`config.mk`:
```
export PLATFORM = sky130hd
export DESIGN_NAME = mb_slave_flat
export DESIGN_NICKNAME = d
export VERILOG_FILES = /design/src/design/mb_pkg.sv /design/src/design/mb_link_if.sv /design/src/design/mb_slave.sv /design/src/flat_wrapper.sv
export SDC_FILE = /design/constraint.sdc
export NUM_CORES = 2
export LEC_CHECK = 0
export BUFFER_PORTS_ARGS = -buffer_cell sky130_fd_sc_hd__buf_2
export CAP_MARGIN = 20
export CORE_ASPECT_RATIO = 2
export CORE_MARGIN = 2
export CORE_UTILIZATION = 57
export DETAILED_ROUTE_END_ITERATION = 12
export GPL_TIMING_DRIVEN = 0
export PLACE_DENSITY = 0.86
export SETUP_SLACK_MARGIN = 0.1
export SLEW_MARGIN = 20
export SYNTH_ARGS = -nofsm -noshare
export SYNTH_HDL_FRONTEND = slang
export SYNTH_SLANG_ARGS = --single-unit
```
`constraint.sdc`:
```
create_clock -name clk -period 5.25 [get_ports clk]
set_input_delay 0.525 -clock clk [delete_from_list [all_inputs] [get_ports clk]]
set_output_delay 0.525 -clock clk [all_outputs]
set_load 0.01 [all_outputs]
```
`src/design/mb_pkg.sv`:
```
// shared constants, register map and crc helper for the register-write link
package mb_pkg;
  localparam logic [7:0]  FN_WRITE_MULTI = 8'h10;
  localparam logic [7:0]  FN_DIAG        = 8'h08;
  localparam logic [15:0] DIAG_SUB_ECHO  = 16'h0000;
  localparam logic [7:0]  EXC_FLAG       = 8'h80;
  localparam logic [7:0]  EXC_ILL_FUNC   = 8'h01;
  localparam logic [7:0]  EXC_ILL_ADDR   = 8'h02;
  localparam logic [7:0]  EXC_ILL_DATA   = 8'h03;
  localparam logic [7:0]  EXC_NONE       = 8'h00;
  localparam logic [7:0]  BCAST_ADDR     = 8'h00;

  localparam int          MAX_REGS       = 123;
  localparam int          HDR_LEN        = 8;
  localparam logic [8:0]  WM_HDR_LEN     = 9'h007;
  localparam logic [8:0]  DIAG_LEN       = 9'h008;
  localparam logic [8:0]  DIAG_BODY_LEN  = 9'h006;
  localparam logic [8:0]  MIN_FRAME_LEN  = 9'h008;
  localparam logic [2:0]  ECHO_RESP_LEN  = 3'h6;
  localparam logic [2:0]  EXC_RESP_LEN   = 3'h3;

  // holding registers: each 32-bit setting is upper half then lower half
  localparam int          NUM_REGS       = 6;
  localparam logic [15:0] REG_BASE       = 16'h18C6;
  localparam logic [15:0] REG_START_RATE_HIGH  = 16'h18C6;
  localparam logic [15:0] REG_START_RATE_LOW   = 16'h18C7;
  localparam logic [15:0] REG_STOP_DECEL_HIGH  = 16'h18C8;
  localparam logic [15:0] REG_STOP_DECEL_LOW   = 16'h18C9;
  localparam logic [15:0] REG_DRIVE_CURR_HIGH  = 16'h18CA;
  localparam logic [15:0] REG_DRIVE_CURR_LOW   = 16'h18CB;
  localparam logic [15:0] REG_RESET_VAL  = 16'h0000;
  localparam logic [15:0] PARAM_HI_MAX   = 16'h0FFF;

  localparam logic [15:0] CRC_INIT       = 16'hFFFF;
  localparam logic [15:0] CRC_POLY       = 16'hA001;
  localparam logic [15:0] CRC_RESIDUE    = 16'h0000;

  localparam int          RESP_TIMEOUT   = 200000;

  function automatic logic [15:0] crc16_byte(input logic [15:0] crc, input logic [7:0] b);
    logic [15:0] c;
    c = crc ^ {8'h00, b};
    for (int i = 0; i < 8; i++) begin
      c = c[0] ? ((c >> 1) ^ CRC_POLY) : (c >> 1);
    end
    return c;
  endfunction : crc16_byte
endpackage : mb_pkg

```
`src/design/mb_link_if.sv`:
```
// byte-level link between the bus master and the register slave
`timescale 1ns/1ps
interface mb_link_if;
  logic       q_valid;
  logic [7:0] q_data;
  logic       q_last;
  logic       r_valid;
  logic [7:0] r_data;
  logic       r_last;
  logic       s_idle;

  modport slave  (input q_valid, q_data, q_last, output r_valid, r_data, r_last, s_idle);
  modport master (output q_valid, q_data, q_last, input r_valid, r_data, r_last, s_idle);
endinterface : mb_link_if

```
`src/design/mb_slave.sv`:
```
// register slave: multi-register write and diagnosis echo
// Operation
// - accept 10h, up to 123 registers
// - master writes both halves together; the slave does not check this and commits a single half on its own
// - commit values in ascending address order
// - invalid value gives exception, earlier writes stay
// - master sends address, 10h, start address
// - master sends register quantity, high first
// - byte count equals twice quantity
// - data one word per register, high first
// - frames end with crc, low byte first
// - normal reply echoes header plus new crc
// - upper half low address, lower next
// - diagnosis 08h/00h echoes query frame
`timescale 1ns/1ps
module mb_slave
  import mb_pkg::*;
(
  input  wire logic        clk,        // system clock
  input  wire logic        rst,        // synchronous reset
  mb_link_if.slave         link,       // link to the master
  input  wire logic [7:0]  my_addr,    // own slave address
  input  wire logic [2:0]  rd_idx,     // register file read index
  output logic      [15:0] rd_data_q,  // register value at rd_idx
  output logic             wr_pulse_q, // one register committed
  output logic      [15:0] wr_addr_q,  // address of committed register
  output logic      [15:0] wr_data_q,  // value committed
  output logic      [7:0]  exc_q,      // last exception code sent
  output logic             crc_err_q   // frame dropped on crc error
);
  import mb_pkg::*;

  typedef enum logic [1:0] {RX, DECIDE, COMMIT, SEND} state_t;

  state_t      st_q;
  logic [7:0]  hdr_q [HDR_LEN];
  logic [15:0] buf_q [MAX_REGS];
  logic [15:0] regs_q [NUM_REGS];
  logic [8:0]  len_q;
  logic [15:0] crc_q;
  logic [6:0]  idx_q;
  logic        bcast_q;
  logic [7:0]  code_q;
  logic [2:0]  tx_idx_q;
  logic [15:0] tx_crc_q;
  logic        r_valid_q;
  logic [7:0]  r_data_q;
  logic        r_last_q;

  logic [15:0] start_w;
  logic [15:0] qty_w;
  logic [8:0]  data_pos;
  logic [15:0] cur_addr;
  logic [15:0] rel_addr;
  logic        in_map;
  logic [15:0] cur_val;
  logic [2:0]  resp_len;
  logic [7:0]  body_byte;
  logic        tx_done;
  logic        qty_bad;

  assign start_w  = {hdr_q[2], hdr_q[3]};
  assign qty_w    = {hdr_q[4], hdr_q[5]};
  assign data_pos = len_q - WM_HDR_LEN;
  assign cur_addr = start_w + {9'h000, idx_q};
  assign rel_addr = cur_addr - REG_BASE;
  assign in_map   = (cur_addr >= REG_BASE) && (rel_addr < 16'(NUM_REGS));
  assign cur_val  = buf_q[idx_q];
  assign resp_len = (code_q != EXC_NONE) ? EXC_RESP_LEN : ECHO_RESP_LEN;
  assign tx_done  = (st_q == SEND) && (tx_idx_q == resp_len + 3'h1);
  // quantity window and byte count must agree before anything is written
  assign qty_bad  = (qty_w == 16'h0000) || (qty_w > 16'(MAX_REGS))
                    || ({8'h00, hdr_q[6]} != {qty_w[14:0], 1'b0})
                    || (len_q != WM_HDR_LEN + {1'b0, hdr_q[6]} + 9'h002);

  always_comb begin
    body_byte = hdr_q[tx_idx_q];
    if (code_q != EXC_NONE) begin
      unique case (tx_idx_q)
        3'h0:    body_byte = hdr_q[0];
        3'h1:    body_byte = hdr_q[1] | EXC_FLAG;
        default: body_byte = code_q;
      endcase
    end
  end

  // receive: header capture, data buffering, running crc
  always_ff @(posedge clk) begin
    if (rst || st_q == DECIDE) begin
      len_q <= 9'h000;
      crc_q <= CRC_INIT;
    end else if (st_q == RX && link.q_valid) begin
      crc_q <= crc16_byte(crc_q, link.q_data);
      if (len_q != 9'h1FF) begin
        len_q <= len_q + 9'h001;
      end
      if (len_q < 9'(HDR_LEN)) begin
        hdr_q[len_q[2:0]] <= link.q_data;
      end
      // data words arrive high byte first, one per register
      if (len_q >= WM_HDR_LEN && data_pos[8:1] < 8'(MAX_REGS)) begin
        if (!data_pos[0]) begin
          buf_q[data_pos[7:1]][15:8] <= link.q_data;
        end else begin
          buf_q[data_pos[7:1]][7:0] <= link.q_data;
        end
      end
    end
  end

  // control sequence
  always_ff @(posedge clk) begin
    if (rst) begin
      st_q      <= RX;
      idx_q     <= 7'h00;
      bcast_q   <= 1'b0;
      code_q    <= EXC_NONE;
      exc_q     <= EXC_NONE;
      crc_err_q <= 1'b0;
    end else begin
      crc_err_q <= 1'b0;
      unique case (st_q)
        RX: begin
          if (link.q_valid && link.q_last) begin
            st_q <= DECIDE;
          end
        end
        DECIDE: begin
          idx_q   <= 7'h00;
          code_q  <= EXC_NONE;
          bcast_q <= (hdr_q[0] == BCAST_ADDR);
          st_q    <= RX;
          if (len_q < MIN_FRAME_LEN) begin
            st_q <= RX;
          end else if (crc_q != CRC_RESIDUE) begin
            crc_err_q <= 1'b1;
          end else if (hdr_q[0] == my_addr || hdr_q[0] == BCAST_ADDR) begin
            // broadcast frames are acted on but never answered
            if (hdr_q[1] == FN_WRITE_MULTI) begin
              if (qty_bad) begin
                code_q <= EXC_ILL_DATA;
                st_q   <= (hdr_q[0] == BCAST_ADDR) ? RX : SEND;
              end else begin
                st_q <= COMMIT;
              end
            end else if (hdr_q[1] == FN_DIAG) begin
              if ({hdr_q[2], hdr_q[3]} != DIAG_SUB_ECHO) begin
                code_q <= EXC_ILL_FUNC;
              end else if (len_q != DIAG_LEN) begin
                code_q <= EXC_ILL_DATA;
              end
              st_q <= (hdr_q[0] == BCAST_ADDR) ? RX : SEND;
            end else begin
              code_q <= EXC_ILL_FUNC;
              st_q   <= (hdr_q[0] == BCAST_ADDR) ? RX : SEND;
            end
          end
        end
        COMMIT: begin
          // stop at the first bad register; earlier ones are kept
          if (!in_map) begin
            code_q <= EXC_ILL_ADDR;
            st_q   <= bcast_q ? RX : SEND;
          end else if (!rel_addr[0] && cur_val > PARAM_HI_MAX) begin
            code_q <= EXC_ILL_DATA;
            st_q   <= bcast_q ? RX : SEND;
          end else if ({9'h000, idx_q} == qty_w - 16'h0001) begin
            st_q <= bcast_q ? RX : SEND;
          end else begin
            idx_q <= idx_q + 7'h01;
          end
        end
        SEND: begin
          if (tx_done) begin
            exc_q <= code_q;
            st_q  <= RX;
          end
        end
      endcase
    end
  end

  // register file, written one word per cycle in address order
  always_ff @(posedge clk) begin
    if (rst) begin
      for (int i = 0; i < NUM_REGS; i++) begin
        regs_q[i] <= REG_RESET_VAL;
      end
      wr_pulse_q <= 1'b0;
      wr_addr_q  <= 16'h0000;
      wr_data_q  <= 16'h0000;
      rd_data_q  <= REG_RESET_VAL;
    end else begin
      wr_pulse_q <= 1'b0;
      rd_data_q  <= (rd_idx < 3'(NUM_REGS)) ? regs_q[rd_idx] : 16'h0000;
      if (st_q == COMMIT && in_map && !(!rel_addr[0] && cur_val > PARAM_HI_MAX)) begin
        regs_q[rel_addr[2:0]] <= cur_val;
        wr_pulse_q <= 1'b1;
        wr_addr_q  <= cur_addr;
        wr_data_q  <= cur_val;
      end
    end
  end

  // transmit: body bytes, then fresh crc low then high
  always_ff @(posedge clk) begin
    if (rst) begin
      tx_idx_q  <= 3'h0;
      tx_crc_q  <= CRC_INIT;
      r_valid_q <= 1'b0;
      r_data_q  <= 8'h00;
      r_last_q  <= 1'b0;
    end else begin
      r_valid_q <= 1'b0;
      r_last_q  <= 1'b0;
      if (st_q == SEND) begin
        r_valid_q <= 1'b1;
        if (tx_idx_q < resp_len) begin
          r_data_q <= body_byte;
          tx_crc_q <= crc16_byte(tx_crc_q, body_byte);
        end else if (tx_idx_q == resp_len) begin
          r_data_q <= tx_crc_q[7:0];
        end else begin
          r_data_q <= tx_crc_q[15:8];
          r_last_q <= 1'b1;
        end
        tx_idx_q <= tx_done ? 3'h0 : tx_idx_q + 3'h1;
        if (tx_done) begin
          tx_crc_q <= CRC_INIT;
        end
      end
    end
  end

  assign link.r_valid = r_valid_q;
  assign link.r_data  = r_data_q;
  assign link.r_last  = r_last_q;
  assign link.s_idle  = (st_q == RX);
endmodule : mb_slave

```
`src/flat_wrapper.sv`:
```
// flat-port wrapper written by rule: the top's interface ports become plain ports
module mb_slave_flat import mb_pkg::*;
  (clk, rst, my_addr, rd_idx, rd_data_q, wr_pulse_q, wr_addr_q, wr_data_q, exc_q, crc_err_q, link_q_valid, link_q_data, link_q_last, link_r_valid, link_r_data, link_r_last, link_s_idle);
  mb_link_if link_i ();
  input  wire logic clk;
  input  wire logic rst;
  input  wire logic [7:0] my_addr;
  input  wire logic [2:0] rd_idx;
  output logic      [15:0] rd_data_q;
  output logic wr_pulse_q;
  output logic      [15:0] wr_addr_q;
  output logic      [15:0] wr_data_q;
  output logic      [7:0] exc_q;
  output logic crc_err_q;
  input wire logic [$bits(link_i.q_valid)-1:0] link_q_valid;
  input wire logic [$bits(link_i.q_data)-1:0] link_q_data;
  input wire logic [$bits(link_i.q_last)-1:0] link_q_last;
  output wire logic [$bits(link_i.r_valid)-1:0] link_r_valid;
  output wire logic [$bits(link_i.r_data)-1:0] link_r_data;
  output wire logic [$bits(link_i.r_last)-1:0] link_r_last;
  output wire logic [$bits(link_i.s_idle)-1:0] link_s_idle;
  assign link_i.q_valid = link_q_valid;
  assign link_i.q_data = link_q_data;
  assign link_i.q_last = link_q_last;
  assign link_r_valid = link_i.r_valid;
  assign link_r_data = link_i.r_data;
  assign link_r_last = link_i.r_last;
  assign link_s_idle = link_i.s_idle;
  mb_slave u_core (.clk(clk), .rst(rst), .link(link_i), .my_addr(my_addr), .rd_idx(rd_idx), .rd_data_q(rd_data_q), .wr_pulse_q(wr_pulse_q), .wr_addr_q(wr_addr_q), .wr_data_q(wr_data_q), .exc_q(exc_q), .crc_err_q(crc_err_q));
endmodule
```
---- Word-level counts from Yosys, hierarchy flattened ----
Memory sizes are Yosys's and may differ from the RTL's. A register that Yosys moved wholly into a read port is not among the register bits.
Index checks and enable logic that the tools add are counted.
storage, ports and cells
  bits in registers ....................... 114
  RAM bits ................................ 2128
  input port bits ......................... 23
  output and inout port bits .............. 69
  logic and storage cells ................. 195
  memories kept ........................... 3
memories
  memory         words  bits a word  rd ports  clocked after Yosys merged registers in  write ports  RTL line        RTL
  u_core.buf_q   123    16           1         1                                        1            mb_slave.sv:37  logic [15:0] buf_q [MAX_REGS];
  u_core.regs_q  6      16           1         1                                        6            mb_slave.sv:38  logic [15:0] regs_q [NUM_REGS];
  u_core.hdr_q   8      8            8         1                                        1            mb_slave.sv:36  logic [7:0] hdr_q [HDR_LEN];
cells by class
  $add $sub $neg .......................... 10
  $lt $le $gt $ge ......................... 9
  equality and inequality tests ........... 21
  muxes and demuxes ....................... 81
  bitwise gates (word level) .............. 21
  reduce and logical (&&, ||, !) cells .... 34
operators by type and width
  kind                                                   count
  2-to-1 mux 16 bit                                      19
  2-to-1 mux 8 bit                                       11
  inverter 2 -> 3 bit                                    16
  2-to-1 mux 7 bit                                       5
  one-hot mux 8 bit (2 select lines)                     2
  nonzero test 16 bit                                    2
  bitwise XOR 16 x 8 -> 16 bit                           2
  2-to-1 mux 2 bit                                       14
  2-to-1 mux 1 bit                                       23
  adder 16 x 7 -> 16 bit                                 1
  == test 7 x 16 -> 1 bit                                1
  >= comparator 16 x 13 -> 1 bit, second input constant  1
  > comparator 16 x 12 -> 1 bit, second input constant   1
  > comparator 16 x 7 -> 1 bit, second input constant    1
  logical NOT 16 bit                                     1
  < comparator 16 x 3 -> 1 bit, second input constant    1
  != test 8 x 16 -> 1 bit                                1
  OR reduction 16 bit                                    1
  subtractor 16 x 1 -> 16 bit, second input constant     1
  subtractor 16 x 13 -> 16 bit, second input constant    1
  2-to-1 mux 3 bit                                       5
  one-hot mux 7 bit (2 select lines)                     1
  adder 3 x 8 -> 9 bit, first input constant             1
  adder 9 x 1 -> 9 bit, second input constant            1
  38 further kinds                                       63

---- Longest topological paths before layout ----
  depth after elaboration ................. 22
  gate-level depth with buffers ........... 17

---- Worst setup path before layout ----
No wires, ideal clock.
  path type ............................... reg-to-reg
  start point ............................. register u_core.idx_q[0]
  end point ............................... memory u_core.regs_q[0][0] (enable)
  library setup time ...................... 411 ps
  data arrival time ....................... 4542 ps
  required time ........................... 4839 ps
  path slack .............................. 297 ps
  stages on the path, launching flop included .. 15
  buffers on the path ..................... 1
  cells stage by stage .................... dfxtp_1 -> ha_1 -> inv_1 -> fa_1 -> nand2b_1 -> a211o_1 -> nor2b_1 -> xor2_1 -> nor4_1 -> o21ai_1 -> xnor2_1 -> nor4_4 -> nand2_1 -> clkbuf_1 -> o21ai_0
RTL lines
  what                    RTL line         RTL
  from (decl)             mb_slave.sv:41   logic [6:0] idx_q;
  from (signal assigned)  mb_slave.sv:170  idx_q <= idx_q + 7'h01;
  to (decl)               mb_slave.sv:38

==> metrics.md <==
| Metric | Value |
|---|---|
| Tmin final | `5.55 ns` |
| Slowest cell delay on critical path | `0.99 ns` |
| WS Path Type | `reg -> reg` |
| H-Tree Depth | `4` |
| F_max | `180 MHz` |
| #FFs+latches synth | `2,256` |
| Sequential Area | `66,500 um2` |
| CP cell instances | `buf_2, buf_4, buf_2, mux2i_1, a22oi_1, o2111a_1, nor3_1, o31a_1, o32ai_1, a41oi_4, a41o_1, nand3_2, clkbuf_1, o31ai_1` |
| Mapped Area | `90,300 um2` |
| Finished Layout Cells | `7,157` |
| DP Worst Slack | `-0.699 ns` |
| Ys async rst share | `0%` |
| First-pass GRT wire length | `392,000 um` |
| Post-synthesis simple-gate area fraction | `4.20%` |
| Status | `finished, violations left` |
| Static leakage | `30.6 nW` |
| CTS root buf | `clkbuf_16` |
| Unique cell type count in the Yosys netlist | `78` |
| Max clock buf depth | `4` |
| # nets final | `4,975` |
| Antenna viol nets, final | `0` |
| # port buffers | `83` |
| Placed cells | `6,816` |
| Fillers | `9,600` |
| Grt total ovfl | `0` |
| CTS tree | `built` |
| Number of antenna violations at the first check in global routing | `12` |
| Commonest cells after routing, fill and taps aside | `edfxtp_1 (2,128), mux4_2 (600), nor2_1 (251)` |
| Multi-input gate area | `23,300 um2` |
| HPWL Detailed | `180,000 um` |
| DRC | `2` |
| Fin crit share | `106%` |
| WL per Instance | `39.4 um` |
| Worst-path clk slew | `0.07 ns` |
| Post-Syn Instances | `4,616` |
| Relative slew slack | `5.77%` |
| Largest family of logic cells by synthesized area | `multiplexers` |
| Height of the die | `567 um` |
| Most used cell, CP | `buf_2` |
| Cell taking the most area after synthesis | `edfxtp_1` |
| Failing checks | `design-rule violations, negative setup slack` |
| CP Data Arrival Time | `6.23 ns` |
| Synth Flop Type | `edfxtp_1` |
| Area grow syn2layout | `11.8%` |
| Worst-margin pin slew | `1.41 ns` |
| Layout cells sized above 1 | `27.3%` |
| Compound-Gate Fraction of Synth Area | `2.32%` |
| Total GRT Usage | `35.0%` |
| Core ar. | `157,000 um2` |
| Initial Util | `57.3%` |
| EDFF count, synth | `2,128` |
| First drt pass iteration count | `12` |
| Gp weighted congestion | `1.02` |
| Via count | `51,000` |
| Synth top area share | `70.8%` |
| Fin util | `64.1%` |
| Worst-path fanout max | `10` |
| RSZ-0062 raised after global routing | `true` |
| Crit start category | `flop` |
| Final worst slack | `-0.297 ns` |
| DRT iter0 DRCs | `7,980` |
| Number of CTS-inserted buffers | `183` |
| Die width | `285 um` |
| Critical Path RT | `5.94 ns` |
| Die area | `162,000 um2` |
| Hold worst-path end | `u_core.buf_q[13][10]` |
| IR drop worst, VDD | `0.281 mV` |
| Fin Clk Skew | `0.0785 ns` |
| Max-cap violations | `0` |
| Post-synthesis adder-cell area fraction | `0.341%` |
| Vias in the first global route | `51,600` |
| Rows | `206` |
| Clk_lat worst skew | `0.90 ns` |
| Worst path slowest cell | `mux2i_1` |
| Leading cell type in the layout, fill and taps excluded | `edfxtp_1` |
| Setup crit end kind | `flop` |
| Io pins | `92` |
| Yosys warns | `0` |
| Avg Inst Size Synth | `19.6 um2` |
| Power Density | `343 nW/um2` |
| Hold Path Class | `in -> reg` |
| Top area cells in the synthesized netlist | `edfxtp_1 (71%), mux4_2 (15%), dfxtp_1 (2.8%)` |
| Pins Over Slew Limit | `0` |
| Post-Route WL | `282,000 um` |
| Clock Sinks | `2,256` |
| Hold Startpoint | `link_q_data[2]` |
| Vias/cell | `7.12` |
| Hold-critical path depth | `1` |
| Multiplexer share of the synthesized area | `16.8%` |
| Reg2reg path depth | `14` |
| Final setup violation count | `764` |
| Register area share after synthesis | `73.6%` |
| Largest net degree at the start of global routing | `139` |
| Post-synthesis xor/xnor area fraction | `1.05%` |
| Hold Fails Final Rpt | `0` |
| Reg2reg setup slack | `-0.30 ns` |
| Setup TNS | `-67.40 ns` |
stage by stage:
| stage | hold WS (ns) | power, mW | area, um2 |
|---|---|---|---|
| final | 0.0381 | 34.6 | 101000 |
| after global routing | 0.0307 | 35.1 | 101000 |
| after CTS | 0.0322 | 34.5 | 100000 |
| after detailed placement | 0.441 | 20.9 | 94000 |
| after global placement | 0.438 | 20.9 | 93400 |
| after floorplan | 0.457 | 20.5 | 90300 |
registers in the layout, indices dropped and copies added (netlist names), 2 cells and up, named ones only:
| name | count |
|---|---|
| u_core.link.r_data | 8 |
| u_core.idx_q | 7 |
| u_core.buf_q | 1968 |
| u_core.wr_addr_q | 16 |
| u_core.code_q | 2 |
| u_core.hdr_q | 64 |
| u_core.exc_q | 2 |
| u_core.wr_data_q | 16 |
| u_core.st_q | 2 |
| u_core.tx_crc_q | 16 |
| u_core.tx_idx_q | 3 |
| u_core.len_q | 9 |
| u_core.crc_q | 16 |
| u_core.rd_data_q | 16 |
| u_core.regs_q | 96 |
layer usage:
| layer | GRT usage [%] | part of all wire, % |
|---|---|---|
| met2 | 59.8 | 50 |
| met5 | 0 | 0.021 |
| met3 | 8.95 | 11 |
| met1 | 35.2 | 27 |
| met4 | 30.6 | 12 |
how the worst max path moves through the flow:
stage | slack (ns) | cells past startpoint | endpoint | start
after detailed placement | -0.70 | 10 | u_core.regs_q[0][11] | flop
after global placement | -2.00 | 13 | u_core.regs_q[0][3] | flop
after floorplan | 0.30 | 14 | u_core.regs_q[0][0] | u_core.idx_q[0]
after CTS | 0.07 | 14 | u_core.regs_q[0][5] | flop
after global routing | -0.27 | 15 | u_core.regs_q[0][6] | flop
final | -0.30 | 14 | flop | flop
cell usage after synthesis, drive strengths merged (26+ instances only):
| cell | count |
|---|---|
| nand2b | 26 |
| o21ai | 52 |
| a21oi | 78 |
| buf | 143 |
| xnor2 | 62 |
| edfxtp | 2128 |
| o211ai | 34 |
| dfxtp | 128 |
| nand3 | 42 |
| nor2 | 397 |
| inv | 38 |
| mux4 | 600 |
| mux2i | 122 |
| nor3 | 90 |
| xor2 | 46 |
| nand2 | 183 |
| mux2 | 28 |
| a22oi | 46 |
| clkbuf | 137 |
cell families after synthesis:
| logic type | after synthesis |
|---|---|
| compound gates | 312 |
| xor+xnor | 108 |
| fa+ha+maj | 24 |
| buf+inv | 319 |
| flops | 2256 |
| mux | 750 |
| other cells | 1 |
| simple gates | 846 |
power breakdown:
part	internal, mW	total (mW)	switching (mW)
combinational	0.230	0.788	0.558
sequential	19.7	19.7	0.0395
clock	7.49	14.1	6.59
final cells by class:
type	count	area share, %
diodes	9	0.0223
inverters	39	0.145
well taps	2080	2.58
plain buffers	280	1.48
multi-input cells	2058	23.1
clock buffers	211	4.72
repair buffers	110	1.03
flip-flops and latches	2256	65.8
clock inverters	114	1.11
worst max-delay path, delay by kind of cell (launching register included):
kind,cells,cell delay (ns)
compound gates,7,2.14
buf+inv,4,1.44
flops,1,0.31
mux,1,0.99
simple gates,2,0.48
timing repair:
action | 4_1_cts | 5_1_grt
hold endpoints to repair | 19 | 0
hold buffers | 2 | 0
pin swaps | 1 | 1
gates resized for setup | 87 | 251
setup endpoints to repair | 1517 | 1578
buffers inserted | 1 | 2
(Power assumes the default switching activity.)
